## src/include/tx_ctl_pkg.sv

```systemverilog
package tx_ctl_pkg;
  // ****************************************************************
  // Bus and register map
  // ****************************************************************
  localparam int          ADDR_W           = 4;
  localparam logic [3:0]  REG_CTRL         = 4'h0;
  localparam logic [3:0]  REG_BURST_MAX    = 4'h4;
  localparam logic [3:0]  REG_STATUS       = 4'h8;
  localparam logic [3:0]  REG_CAL_GROUP    = 4'hc;
  localparam logic [31:0] UNMAPPED_VALUE   = 32'h0000_0000;

  // CTRL fields
  localparam int          CTRL_PERMIT_BIT  = 0;
  // STATUS fields
  localparam int          STAT_XOFF_BIT    = 0;
  localparam int          STAT_FULL_BIT    = 1;
  localparam int          STAT_EMPTY_BIT   = 2;

  // ****************************************************************
  // Reset values and link word layout
  // ****************************************************************
  localparam logic [7:0]  BURST_MAX_RESET  = 8'h08;
  localparam int          WORD_W           = 64;
  localparam int          CAL_HI_BIT       = 55;
  localparam int          CAL_LO_BIT       = 40;
  localparam int          CAL_START_BIT    = 56;
  localparam int          BURST_FLAG_BIT   = 61;
  localparam int          CTRL_FLAG_BIT    = 63;
  localparam int          CAL_ENTRIES      = 256;
  localparam int          CAL_PER_WORD     = 16;
  localparam int          SEGMENTS         = 4;

  typedef enum logic [3:0] {
    ST_IDLE  = 4'b0001,
    ST_BCTRL = 4'b0010,
    ST_DATA  = 4'b0100,
    ST_XOFF  = 4'b1000
  } tx_state_t;
endpackage

```

## src/hw/seg_fifo.sv

```systemverilog
// ******************************************************************
// Small flop FIFO between user bus and word emitter
// ******************************************************************
module seg_fifo #(
  parameter int WIDTH = 66,
  parameter int DEPTH = 4
) (
  input  wire logic             clk_in,
  input  wire logic             reset_n_in,
  input  wire logic             in_valid_in,
  output logic                  in_ready_out,
  input  wire logic [WIDTH-1:0] in_data_in,
  output logic                  out_valid_out,
  input  wire logic             out_ready_in,
  output logic      [WIDTH-1:0] out_data_out
);
  localparam int PW = $clog2(DEPTH);

  // Pointer wrap relies on a power-of-two depth
  if (DEPTH < 2 || (DEPTH & (DEPTH - 1)) != 0) begin
    $error("seg_fifo depth must be a power of two >= 2");
  end

  logic [WIDTH-1:0] mem [DEPTH];
  logic [PW:0]      wr_ptr;
  logic [PW:0]      rd_ptr;
  logic             full;
  logic             empty;
  logic             push;
  logic             pop;

  // Extra pointer bit tells full from empty
  assign empty         = (wr_ptr == rd_ptr);
  assign full          = (wr_ptr[PW] != rd_ptr[PW]) &&
                         (wr_ptr[PW-1:0] == rd_ptr[PW-1:0]);
  assign in_ready_out  = !full;
  assign out_valid_out = !empty;
  assign push          = in_valid_in && !full;
  assign pop           = out_ready_in && !empty;
  assign out_data_out  = mem[rd_ptr[PW-1:0]];

  // Storage write
  always_ff @(posedge clk_in) begin
    if (push) begin
      mem[wr_ptr[PW-1:0]] <= in_data_in;
    end
  end

  // Pointers
  always_ff @(posedge clk_in) begin
    if (!reset_n_in) begin
      wr_ptr <= '0;
      rd_ptr <= '0;
    end else begin
      if (push) begin
        wr_ptr <= wr_ptr + 1'b1;
      end
      if (pop) begin
        rd_ptr <= rd_ptr + 1'b1;
      end
    end
  end
endmodule

```

## src/hw/tx_control_word_insertion.sv

```systemverilog
// Operation
// - Forced segment gets Burst Control before data
// - Four force inputs, each for own segment
// - Permit high sends data, low idles only
// - Permit low halts data, link XOFF
// - Calendar bit one XON, zero XOFF
// - Calendar has 256 entries from status
// - Calendar in bits 55:40, bit 56 first
// - Lowest entry on bit 55, descending
// - Later control words carry next 16 entries
//
// The implementer's own choices: the register offsets and the Avalon-MM interface to the registers.
module tx_control_word_insertion #(
  parameter int SEG_W      = 64,
  parameter int FIFO_DEPTH = 4
) (
  input  wire logic         clk_in,
  input  wire logic         reset_n_in,
  // Avalon-MM slave
  input  wire logic [3:0]   avs_address_in,
  input  wire logic         avs_read_in,
  input  wire logic         avs_write_in,
  input  wire logic [31:0]  avs_writedata_in,
  input  wire logic [3:0]   avs_byteenable_in,
  output logic      [31:0]  avs_readdata_out,
  output logic              avs_waitrequest_out,
  // User bus, four segments
  input  wire logic [3:0]   segment_valid_in,
  input  wire logic [255:0] segment_payload_in,
  input  wire logic         force_burst_ctrl_seg0_in,
  input  wire logic         force_burst_ctrl_seg1_in,
  input  wire logic         force_burst_ctrl_seg2_in,
  input  wire logic         force_burst_ctrl_seg3_in,
  output logic              user_ready_out,
  input  wire logic         transmit_permit_in,
  input  wire logic [255:0] flow_calendar_status_in,
  // Word stream to lanes
  output logic      [63:0]  link_word_out,
  output logic              link_is_ctrl_out,
  output logic              link_valid_out
);
  localparam int NSEG  = tx_ctl_pkg::SEGMENTS;
  localparam int ENT_W = SEG_W + 1;
  localparam int GRP_N = tx_ctl_pkg::CAL_ENTRIES / tx_ctl_pkg::CAL_PER_WORD;

  // One segment per link word, so the widths must agree
  if (SEG_W != tx_ctl_pkg::WORD_W) begin
    $error("segment width must equal link word width");
  end

  // ****************************************************************
  // Register bus
  // ****************************************************************
  logic        sw_permit;
  logic [7:0]  burst_max;
  logic        bus_done;
  logic [3:0]  cal_group;
  tx_ctl_pkg::tx_state_t state;
  tx_ctl_pkg::tx_state_t next_state;

  function automatic logic [31:0] merge(input logic [31:0] old_v,
                                        input logic [31:0] new_v,
                                        input logic [3:0]  be);
    logic [31:0] r;
    r = old_v;
    for (int i = 0; i < 4; i++) begin
      if (be[i]) r[i*8 +: 8] = new_v[i*8 +: 8];
    end
    return r;
  endfunction

  logic [31:0] ctrl_wr;
  logic [31:0] bmax_wr;

  // Byte lanes laid over the current value; only low bits are kept
  assign ctrl_wr = merge({31'h0000_0000, sw_permit}, avs_writedata_in,
                         avs_byteenable_in);
  assign bmax_wr = merge({24'h00_0000, burst_max}, avs_writedata_in,
                         avs_byteenable_in);

  // One wait cycle: request taken on second edge
  assign avs_waitrequest_out = (avs_read_in || avs_write_in) && !bus_done;

  always_ff @(posedge clk_in) begin
    if (!reset_n_in) begin
      bus_done <= 1'b0;
    end else begin
      bus_done <= (avs_read_in || avs_write_in) && !bus_done;
    end
  end

  // Writable control
  always_ff @(posedge clk_in) begin
    if (!reset_n_in) begin
      sw_permit <= 1'b1;
      burst_max <= tx_ctl_pkg::BURST_MAX_RESET;
    end else if (avs_write_in && bus_done) begin
      case (avs_address_in)
        tx_ctl_pkg::REG_CTRL: begin
          sw_permit <= ctrl_wr[tx_ctl_pkg::CTRL_PERMIT_BIT];
        end
        tx_ctl_pkg::REG_BURST_MAX: begin
          burst_max <= bmax_wr[7:0];
        end
        default: begin
        end
      endcase
    end
  end

  logic fifo_full;
  logic fifo_empty;

  // Read mux; unmapped reads return zero
  always_ff @(posedge clk_in) begin
    if (!reset_n_in) begin
      avs_readdata_out <= 32'h0000_0000;
    end else if (avs_read_in && !bus_done) begin
      case (avs_address_in)
        tx_ctl_pkg::REG_CTRL:
          avs_readdata_out <= {31'h0000_0000, sw_permit};
        tx_ctl_pkg::REG_BURST_MAX:
          avs_readdata_out <= {24'h00_0000, burst_max};
        tx_ctl_pkg::REG_STATUS:
          avs_readdata_out <= {29'h0000_0000, fifo_empty, fifo_full,
                               state == tx_ctl_pkg::ST_XOFF};
        tx_ctl_pkg::REG_CAL_GROUP:
          avs_readdata_out <= {28'h000_0000, cal_group};
        default:
          avs_readdata_out <= tx_ctl_pkg::UNMAPPED_VALUE;
      endcase
    end
  end

  // ****************************************************************
  // Segment intake: serialise four segments into the FIFO
  // ****************************************************************
  logic [NSEG-1:0] force_seg;
  logic [NSEG-1:0] pend_valid;
  logic [NSEG-1:0] pend_force;
  logic [SEG_W-1:0] pend_data [NSEG];
  logic [1:0]      pick;
  logic            any_pend;
  logic            f_in_ready;
  logic            f_out_valid;
  logic            f_out_ready;
  logic [ENT_W-1:0] f_out_data;

  assign force_seg = {force_burst_ctrl_seg3_in, force_burst_ctrl_seg2_in,
                      force_burst_ctrl_seg1_in, force_burst_ctrl_seg0_in};
  assign any_pend  = |pend_valid;
  // New beat accepted only once previous beat fully queued
  assign user_ready_out = !any_pend;

  // Lowest pending segment goes first
  always_comb begin
    pick = 2'd0;
    for (int i = NSEG - 1; i >= 0; i--) begin
      if (pend_valid[i]) pick = 2'(i);
    end
  end

  // Each force bit travels with its own segment only
  always_ff @(posedge clk_in) begin
    if (!reset_n_in) begin
      pend_valid <= '0;
      pend_force <= '0;
    end else if (!any_pend) begin
      pend_valid <= segment_valid_in;
      pend_force <= force_seg & segment_valid_in;
    end else if (f_in_ready) begin
      pend_valid[pick] <= 1'b0;
    end
  end

  for (genvar g = 0; g < NSEG; g++) begin : g_seg
    always_ff @(posedge clk_in) begin
      if (!any_pend && segment_valid_in[g]) begin
        pend_data[g] <= segment_payload_in[g*SEG_W +: SEG_W];
      end
    end
  end

  seg_fifo #(
    .WIDTH (ENT_W),
    .DEPTH (FIFO_DEPTH)
  ) u_fifo (
    .clk_in        (clk_in),
    .reset_n_in    (reset_n_in),
    .in_valid_in   (any_pend),
    .in_ready_out  (f_in_ready),
    .in_data_in    ({pend_force[pick], pend_data[pick]}),
    .out_valid_out (f_out_valid),
    .out_ready_in  (f_out_ready),
    .out_data_out  (f_out_data)
  );
  assign fifo_full  = !f_in_ready;
  assign fifo_empty = !f_out_valid;

  // ****************************************************************
  // Word emitter
  // ****************************************************************
  logic [7:0] burst_cnt;
  logic       permit;
  logic       head_force;
  logic       need_bctrl;
  logic       force_served;

  assign permit     = transmit_permit_in && sw_permit;
  assign head_force = f_out_data[ENT_W-1];
  // Forced insertion not yet served, or burst at maximum length
  assign need_bctrl = (head_force && !force_served) ||
                      (burst_cnt >= burst_max);

  // A Burst Control word serves the head's force flag; without this
  // a forced head would ask for one forever and never be popped
  always_ff @(posedge clk_in) begin
    if (!reset_n_in) begin
      force_served <= 1'b0;
    end else if (state == tx_ctl_pkg::ST_BCTRL) begin
      force_served <= 1'b1;
    end else if (f_out_ready) begin
      force_served <= 1'b0;
    end
  end

  // Data popped only in the data state
  assign f_out_ready = (state == tx_ctl_pkg::ST_DATA) && f_out_valid &&
                       permit && !need_bctrl;

  always_comb begin
    next_state = state;
    case (state)
      tx_ctl_pkg::ST_IDLE: begin
        if (!permit) next_state = tx_ctl_pkg::ST_XOFF;
        else if (f_out_valid) next_state = tx_ctl_pkg::ST_BCTRL;
      end
      tx_ctl_pkg::ST_BCTRL: begin
        next_state = permit ? tx_ctl_pkg::ST_DATA : tx_ctl_pkg::ST_XOFF;
      end
      tx_ctl_pkg::ST_DATA: begin
        if (!permit) next_state = tx_ctl_pkg::ST_XOFF;
        else if (!f_out_valid) next_state = tx_ctl_pkg::ST_IDLE;
        else if (need_bctrl) next_state = tx_ctl_pkg::ST_BCTRL;
      end
      tx_ctl_pkg::ST_XOFF: begin
        if (permit) next_state = tx_ctl_pkg::ST_IDLE;
      end
      default: next_state = tx_ctl_pkg::ST_IDLE;
    endcase
  end

  always_ff @(posedge clk_in) begin
    if (!reset_n_in) begin
      state <= tx_ctl_pkg::ST_IDLE;
    end else begin
      state <= next_state;
    end
  end

  // Burst length count, cleared by each Burst Control word
  always_ff @(posedge clk_in) begin
    if (!reset_n_in) begin
      burst_cnt <= 8'h00;
    end else if (state == tx_ctl_pkg::ST_BCTRL) begin
      burst_cnt <= 8'h00;
    end else if (f_out_ready && burst_cnt != 8'hff) begin
      burst_cnt <= burst_cnt + 8'h01;
    end
  end

  // ****************************************************************
  // Calendar packing
  // ****************************************************************
  logic [15:0] cal_bits;

  // Group n: entry 16n on bit 55 down to 16n+15 on bit 40
  always_comb begin
    for (int i = 0; i < tx_ctl_pkg::CAL_PER_WORD; i++) begin
      // One bit per position: 1 XON, 0 XOFF
      cal_bits[tx_ctl_pkg::CAL_PER_WORD - 1 - i] =
        flow_calendar_status_in[{cal_group, 4'h0} + 8'(i)];
    end
  end

  logic emit_ctrl;
  assign emit_ctrl = (state != tx_ctl_pkg::ST_DATA) || !f_out_ready;

  // Each control word advances to the next 16 entries, then wraps
  always_ff @(posedge clk_in) begin
    if (!reset_n_in) begin
      cal_group <= 4'h0;
    end else if (emit_ctrl) begin
      cal_group <= (32'(cal_group) == GRP_N - 1) ? 4'h0
                   : cal_group + 4'h1;
    end
  end

  // Registered output word; XOFF sends idle control words only
  always_ff @(posedge clk_in) begin
    if (!reset_n_in) begin
      link_word_out    <= 64'h0000_0000_0000_0000;
      link_is_ctrl_out <= 1'b0;
      link_valid_out   <= 1'b0;
    end else begin
      link_valid_out <= 1'b1;
      if (!emit_ctrl) begin
        link_word_out    <= f_out_data[SEG_W-1:0];
        link_is_ctrl_out <= 1'b0;
      end else begin
        link_word_out <= 64'h0000_0000_0000_0000;
        link_word_out[tx_ctl_pkg::CTRL_FLAG_BIT] <= 1'b1;
        link_word_out[tx_ctl_pkg::BURST_FLAG_BIT] <=
          (state == tx_ctl_pkg::ST_BCTRL);
        link_word_out[tx_ctl_pkg::CAL_START_BIT] <= (cal_group == 4'h0);
        link_word_out[tx_ctl_pkg::CAL_HI_BIT:tx_ctl_pkg::CAL_LO_BIT] <=
          cal_bits;
        link_is_ctrl_out <= 1'b1;
      end
    end
  end
endmodule

```

## config.mk

```make
export PLATFORM = sky130hd
export DESIGN_NAME = tx_control_word_insertion
export DESIGN_NICKNAME = d
export VERILOG_FILES = /design/src/include/tx_ctl_pkg.sv /design/src/hw/seg_fifo.sv /design/src/hw/tx_control_word_insertion.sv
export SDC_FILE = /design/constraint.sdc
export NUM_CORES = 1
export LEC_CHECK = 0
export BUFFER_PORTS_ARGS = -buffer_cell sky130_fd_sc_hd__buf_2
export CORE_AREA = 4 4 257 259
export DETAILED_ROUTE_END_ITERATION = 8
export DIE_AREA = 0 0 261 263
export PLACE_DENSITY = 0.75
export SKIP_CTS_REPAIR_TIMING = 1
export SYNTH_ARGS = -nofsm -noshare
export SYNTH_HDL_FRONTEND = slang
export SYNTH_SLANG_ARGS = --single-unit
```

## constraint.sdc

```tcl
create_clock -name clk_in -period 5.32 [get_ports clk_in]
set_clock_uncertainty 0.05 [all_clocks]
set_input_delay 0 -clock clk_in [delete_from_list [all_inputs] [get_ports clk_in]]
set_output_delay 0 -clock clk_in [all_outputs]
set_load 0.02 [all_outputs]
```

======== Yosys cells after proc, flatten, opt, wreduce, memory -nomap -nowiden ========
Memory sizes are Yosys's and may differ from the RTL's. A register that Yosys moved wholly into a read port is not among the register bits.
Index checks and enable logic that the tools add are counted.
storage, ports and cells
  register bits after elaboration ......... 139
  memory bits (writable) .................. 516
  input port bits ......................... 565
  word-level logic and storage cells ...... 182
  memories kept ........................... 2
memories
  name        depth  bits a word  rd ports  clocked after memory_dff  wr ports  RTL line                          text
  u_fifo.mem  4      65           1         1                         1         seg_fifo.sv:24                    logic [WIDTH-1:0] mem [DEPTH];
  pend_data   4      64           1         0                         4         tx_control_word_insertion.sv:141  logic [SEG_W-1:0] pend_data [NSEG];
operators by class
  $add $sub $neg .......................... 19
  magnitude comparators ................... 19
  eq/ne operators ......................... 17
  muxes and demuxes ....................... 69
  bitwise logic cells ..................... 4
  reductions and logical operators ........ 36
operator list
  cell                   count
  $lt A8 B9 Y1 const B   16
  $bmux W1 S8            15
  $add A8 B4 Y8 const B  8
  $mux W64               1
  $mux W4                10
  $add A8 B3 Y8 const B  4
  $mux W1                32
  $pmux W8 S4            1
  $logic_and A1 B1 Y1    17
  $add A8 B1 Y8 const B  2
  $add A8 B2 Y8 const B  2
  $eq A4 B4 Y1 const B   4
  $pmux W4 S4            1
  $mux W2                6
  $reduce_and A3 Y1      3
  $and A4 B4 Y4          2
  $eq A4 B3 Y1 const B   2
  $ge A8 B8 Y1           1
  $logic_not A4 Y1       2
  $ne A4 B3 Y1 const B   2
  $ne A8 B8 Y1 const B   1
  $logic_not A1 Y1       7
  $add A3 B1 Y3 const B  2
  $add A4 B1 Y4 const B  1
  18 further kinds       22

======== Depth between registers and ports, before layout ========
  word-level depth ........................ 12
  mapped depth ............................ 10
  depth with buffers taken out ............ 8

======== Hierarchy ========
Synthesis repeated with hierarchy kept, for this count alone.
second synthesis, totals
  cells, all modules ...................... 1,458
  area, all modules ....................... 25,324.3 sq um
by module, submodules not included
  module                     times used  cells an instance  area an instance (sq um)
  tx_control_word_insertion  1           1,051              15,398.5
  seg_fifo                   1           407                9,925.8

======== Worst setup path before layout ========
OpenSTA, ideal clock, no wires.
  path kind ............................... register to register
  start ................................... register pend_valid[0]
  end ..................................... memory pend_data[0][0], enable pin
  library setup time ...................... 430 ps
  data arrival time ....................... 2,742 ps
  required time ........................... 4,840 ps
  path slack .............................. 2,098 ps
  stages on the path, launching flop included .. 5
  clock period less this slack ............ 3,222 ps
  path through ............................ dfxtp_1 buf_2 or4_4 inv_2 and2_1
RTL lines
  what                    RTL line                          text
  start, declared         tx_control_word_insertion.sv:139  logic [NSEG-1:0] pend_valid;
  start signal, assigned  tx_control_word_insertion.sv:169  pend_valid <= segment_valid_in;
  end, declared           tx_control_word_insertion.sv:141

======== Worst setup path in the final report ========
  start ................................... register cal_group[0]
  end ..................................... register link_word_out[54]
between the ends
  longest elaborated chain between the ends .. 4
RTL lines
  what                           RTL line                          text
  start, declared                tx_control_word_insertion.sv:57   logic [3:0] cal_group;
  start signal, assigned         tx_control_word_insertion.sv:294  cal_group <= (32'(cal_group) == GRP_N - 1) ? 4'h0
  $add A8 B1 Y8                  tx_control_word_insertion.sv:282  flow_calendar_status_in[{cal_group, 4'h0} + 8'(i)];
  $bmux W1 S8                    tx_control_word_insertion.sv:282
  $mux W1 (implied by the code)  tx_control_word_insertion.sv:282
  $mux W64                       tx_control_word_insertion.sv:307  if (!emit_ctrl) begin
  end signal, assigned           tx_control_word_insertion.sv:308  link_word_out <= f_out_data[SEG_W-1:0];
  end signal, assigned by index  tx_control_word_insertion.sv:313  link_word_out[tx_ctl_pkg::BURST_FLAG_BIT] <=
  end signal, assigned by index  tx_control_word_insertion.sv:315  link_word_out[tx_ctl_pkg::CAL_START_BIT] <= (cal_group == 4'h0);
  end, declared                  tx_control_word_insertion.sv:38   output logic [63:0] link_word_out,
No other way between the ends. The select of a mux whose other input is x is not followed.
A chain may end at the register's enable or synchronous reset.

==> results.md <==
- Result of the run: finished with violations
- Failing checks: negative hold slack
- Post-synth design cell area: 25,300 um^2
- Io pins: around 670
- Clk root buf: sky130_fd_sc_hd__clkbuf_16
- Standby leakage power: roughly 13 nW
- Most common library cells after synthesis: 516 x sky130_fd_sc_hd__edfxtp_1, 129 x sky130_fd_sc_hd__mux4_2, 117 x sky130_fd_sc_hd__dfxtp_1
- CTS clk-pin slew, worst paths: ~70 ps
- Fillcell total: 4,931
- Violation count after the first detailed-route iteration: 1,635
- Total GRT Usage: 20.3%
- Count of standard-cell rows: 93
- Max-slew headroom at the worst pin: 23.2%
- Critical path arrival: ~3600 ps
- Kind of end point of the critical path: register
- Synth-to-layout area growth: 34.9%
- Final weighted congestion in routability-driven placement: 0.834
- CTS HTree Levels: 2
- Final wirelength: 83,100 um
- Yosys synthesis warning count: 0
- X dimension of the die: approximately 260 um
- Hold Worst Slack: -8.96 ps
- CP required: around 5800 ps
- Synthesis-stage register bit count: 633
- Top-area cell type share of the netlist area: roughly 61%
- Global-route wire length before repair: 105,000 um
- Initial cell density of the core: 39.5%
- TritonCTS clock tree: built
- Period utilization: 60.0%
- Pwr Total: 12.9 mW
- Vias after detailed routing: ~18k
- Worst-path cell chain: buf_4 > mux4_2 > dlygate4sd3_1 > a22oi_1 > nand2_1 > nand2_1 > a21boi_1
- Setup TNS Final: 0 ps
- Worst Max-Slew Pin Slew: 1150 ps
- Number of iterations in the first detailed-routing pass: 5
- Flip-flop cell with the highest count after synthesis: sky130_fd_sc_hd__edfxtp_1
- Sequential cell area fraction in the yosys report: a little over two thirds
- Max FO, Critical Path: 44
- Worst hold path type: in2reg
- Critical path class: reg2reg
- Most numerous cell in the Yosys netlist: sky130_fd_sc_hd__edfxtp_1
- Final critical delay including setup and external delays: 3190 ps
- Chip height: around 260 um
- Clock latency of the later-clocked register in the worst-skew pair: 610 ps
- Fraction of layout cells with a size suffix above 1: 36.3%
- Maximum ir drop on the vdd rail: 342 uV
- Number of remaining DRC errors: 0
- Post-detailed-placement half-perimeter wirelength: 51,300 um
- Count of max-cap constraint violations: 0
- Count of flip-flops with a built-in enable after synthesis: 516
- Post-synth cell types: 57
- Fraction of synthesis flops using an asynchronous set or reset pin: 0%
- Stage delay of the slowest cell on the critical path: slightly below 900 ps
- Post-synthesis instance total: about 1.5k
- CP Launch Type: register
- Final nets: around 2.9k
- Standard cell core area: 63,900 um^2
- Slowest stage cell on the critical path: sky130_fd_sc_hd__dfxtp_4
- Count of final setup violators: 0
- Cell type contributing the most total cell area after synthesis: sky130_fd_sc_hd__edfxtp_1
- Fin. Hold Viols: 1
- Wirelength per Cell: roughly 25 um
- Power density over the cells: 379 nW/um^2
- Achievable frequency: 0.314 GHz
- Buffer depth of the longest clock path: 3
- Die Outline Area: 68,600 um^2
- Antenna violations before repair: 23
- Maximum number of pins on one net before global-route repair: just under 90
- Buffers on Ports: 613
- Via/cell ratio: ~5.4
- Syn_area_per_cell: 17.2 um^2
- Leading cell types by total area after synthesis: sky130_fd_sc_hd__edfxtp_1 61%, sky130_fd_sc_hd__mux4_2 12%, sky130_fd_sc_hd__dfxtp_1 9.3%, sky130_fd_sc_hd__a22oi_1 3.1%, sky130_fd_sc_hd__mux2i_1 2.9%
- Number of buffers added by the clock tree synthesis step: 61
- RSZ-0062 raised after global routing: false
- Global-route congestion overflow total: 0
- Most Frequent Cell on Critical Path: sky130_fd_sc_hd__nand2_1
- Sinks on the clock net: 633
- Final Slew Violations: 0
- Number of global-route vias before repair: 16.8k
- Post-detailed-route count of antenna-violating nets: 0
## registers in the layout (all words and copies together) (netlist names), named ones only
name and flops:
avs_readdata_out 8, burst_cnt 8, burst_max 8, bus_done 1, cal_group 4, force_served 1, link_is_ctrl_out 1, link_valid_out 1
link_word_out 64, pend_data 256, pend_force 4, pend_valid 4, state 4, sw_permit 1, u_fifo.mem 260, u_fifo.rd_ptr 3
u_fifo.wr_ptr 3
## metrics by stage
stage	utilization (%)	setup WS [ps]	area [um^2]	cells	hold WS [ps]
after floorplan	-	2100	25300	1494	-22.3
after global placement	45.6	2260	29100	2865	126
after detailed placement	45.6	2240	29100	2865	128
after CTS	48.8	2220	31200	2980	-537
after global routing	53.3	1890	34100	3282	11.2
final	53.3	2130	34100	3283	-8.96
## metal layers
metal / up-vias / global-route usage, % / part of all wire, % / wire (um)
li1: 7588 / - / - / -
met1: 8773 / 22.2 / 34 / 27900
met2: 1079 / 38.2 / 55 / 45400
met3: 184 / 4.04 / 7.2 / 5990
met4: 0 / 8.27 / 4.6 / 3780
met5: - / 0 / 0 / 0
## worst paths after layout
path / start / end / slack (ps) / cells after the start
max reg2reg: cal_group[0] / link_word_out[54] / 2130 / 7
min: flow_calendar_status_in[193] / link_word_out[54] / -9 / 6
min reg2reg: pend_force[0] / pend_force[0] / 420 / 2
max: cal_group[0] / link_word_out[54] / 2130 / 7
## layout by cell type (no fill, tap or decap), drive strengths merged, types with 27 or more instances in the layout
master,synthesis,layout
a22oi,104,104
and3,49,49
buf,59,633
clkbuf,58,78
dfxtp,117,117
dlygate4sd3,0,287
edfxtp,516,516
mux2i,74,74
mux4,129,129
nand2,77,77
nor2b,27,27
o21ai,76,76
## worst max-delay path, delay by kind of cell (launching register included)
family / cells / cell delay [ps]
AOI/OAI and AO/OA: 2 / 230
and+or+nand+nor: 2 / 160
buffers and inverters: 2 / 1120
DFF: 1 / 880
muxes: 1 / 570
## kinds of logic (layout without fill, tap and decap cells)
logic type                 after synthesis  in the layout  share of synthesized area [%]
DFF                                    633            633                           70.6
buffers and inverters                  137           1055                           2.58
xor gates and xnor gates                 9              9                          0.312
and+or+nand+nor                        230            230                           4.76
other                                    1             40                         0.0148
muxes                                  204            204                           14.5
AOI/OAI and AO/OA                      241            241                           6.46
adders and majority gates               16             16                          0.792
## where the power goes
| part | switching, mW | internal [mW] |
|---|---|---|
| registers | 0.216 | 6.26 |
| logic | 1.19 | 0.805 |
| clock network | 1.90 | 2.54 |
| total | 3.30 | 9.60 |
## layout make-up
class	count	area, um^2	area share (%)
multi-input combinational	724	6910	20.3
clock buffer	78	1610	4.73
timing repair buffer	920	6090	17.9
antenna	16	40.0	0.118
inverter	20	75.1	0.220
clock inverter	37	423	1.24
sequential	633	17800	52.4
tap	855	1070	3.14
Power figures use the tool's default switching activity.
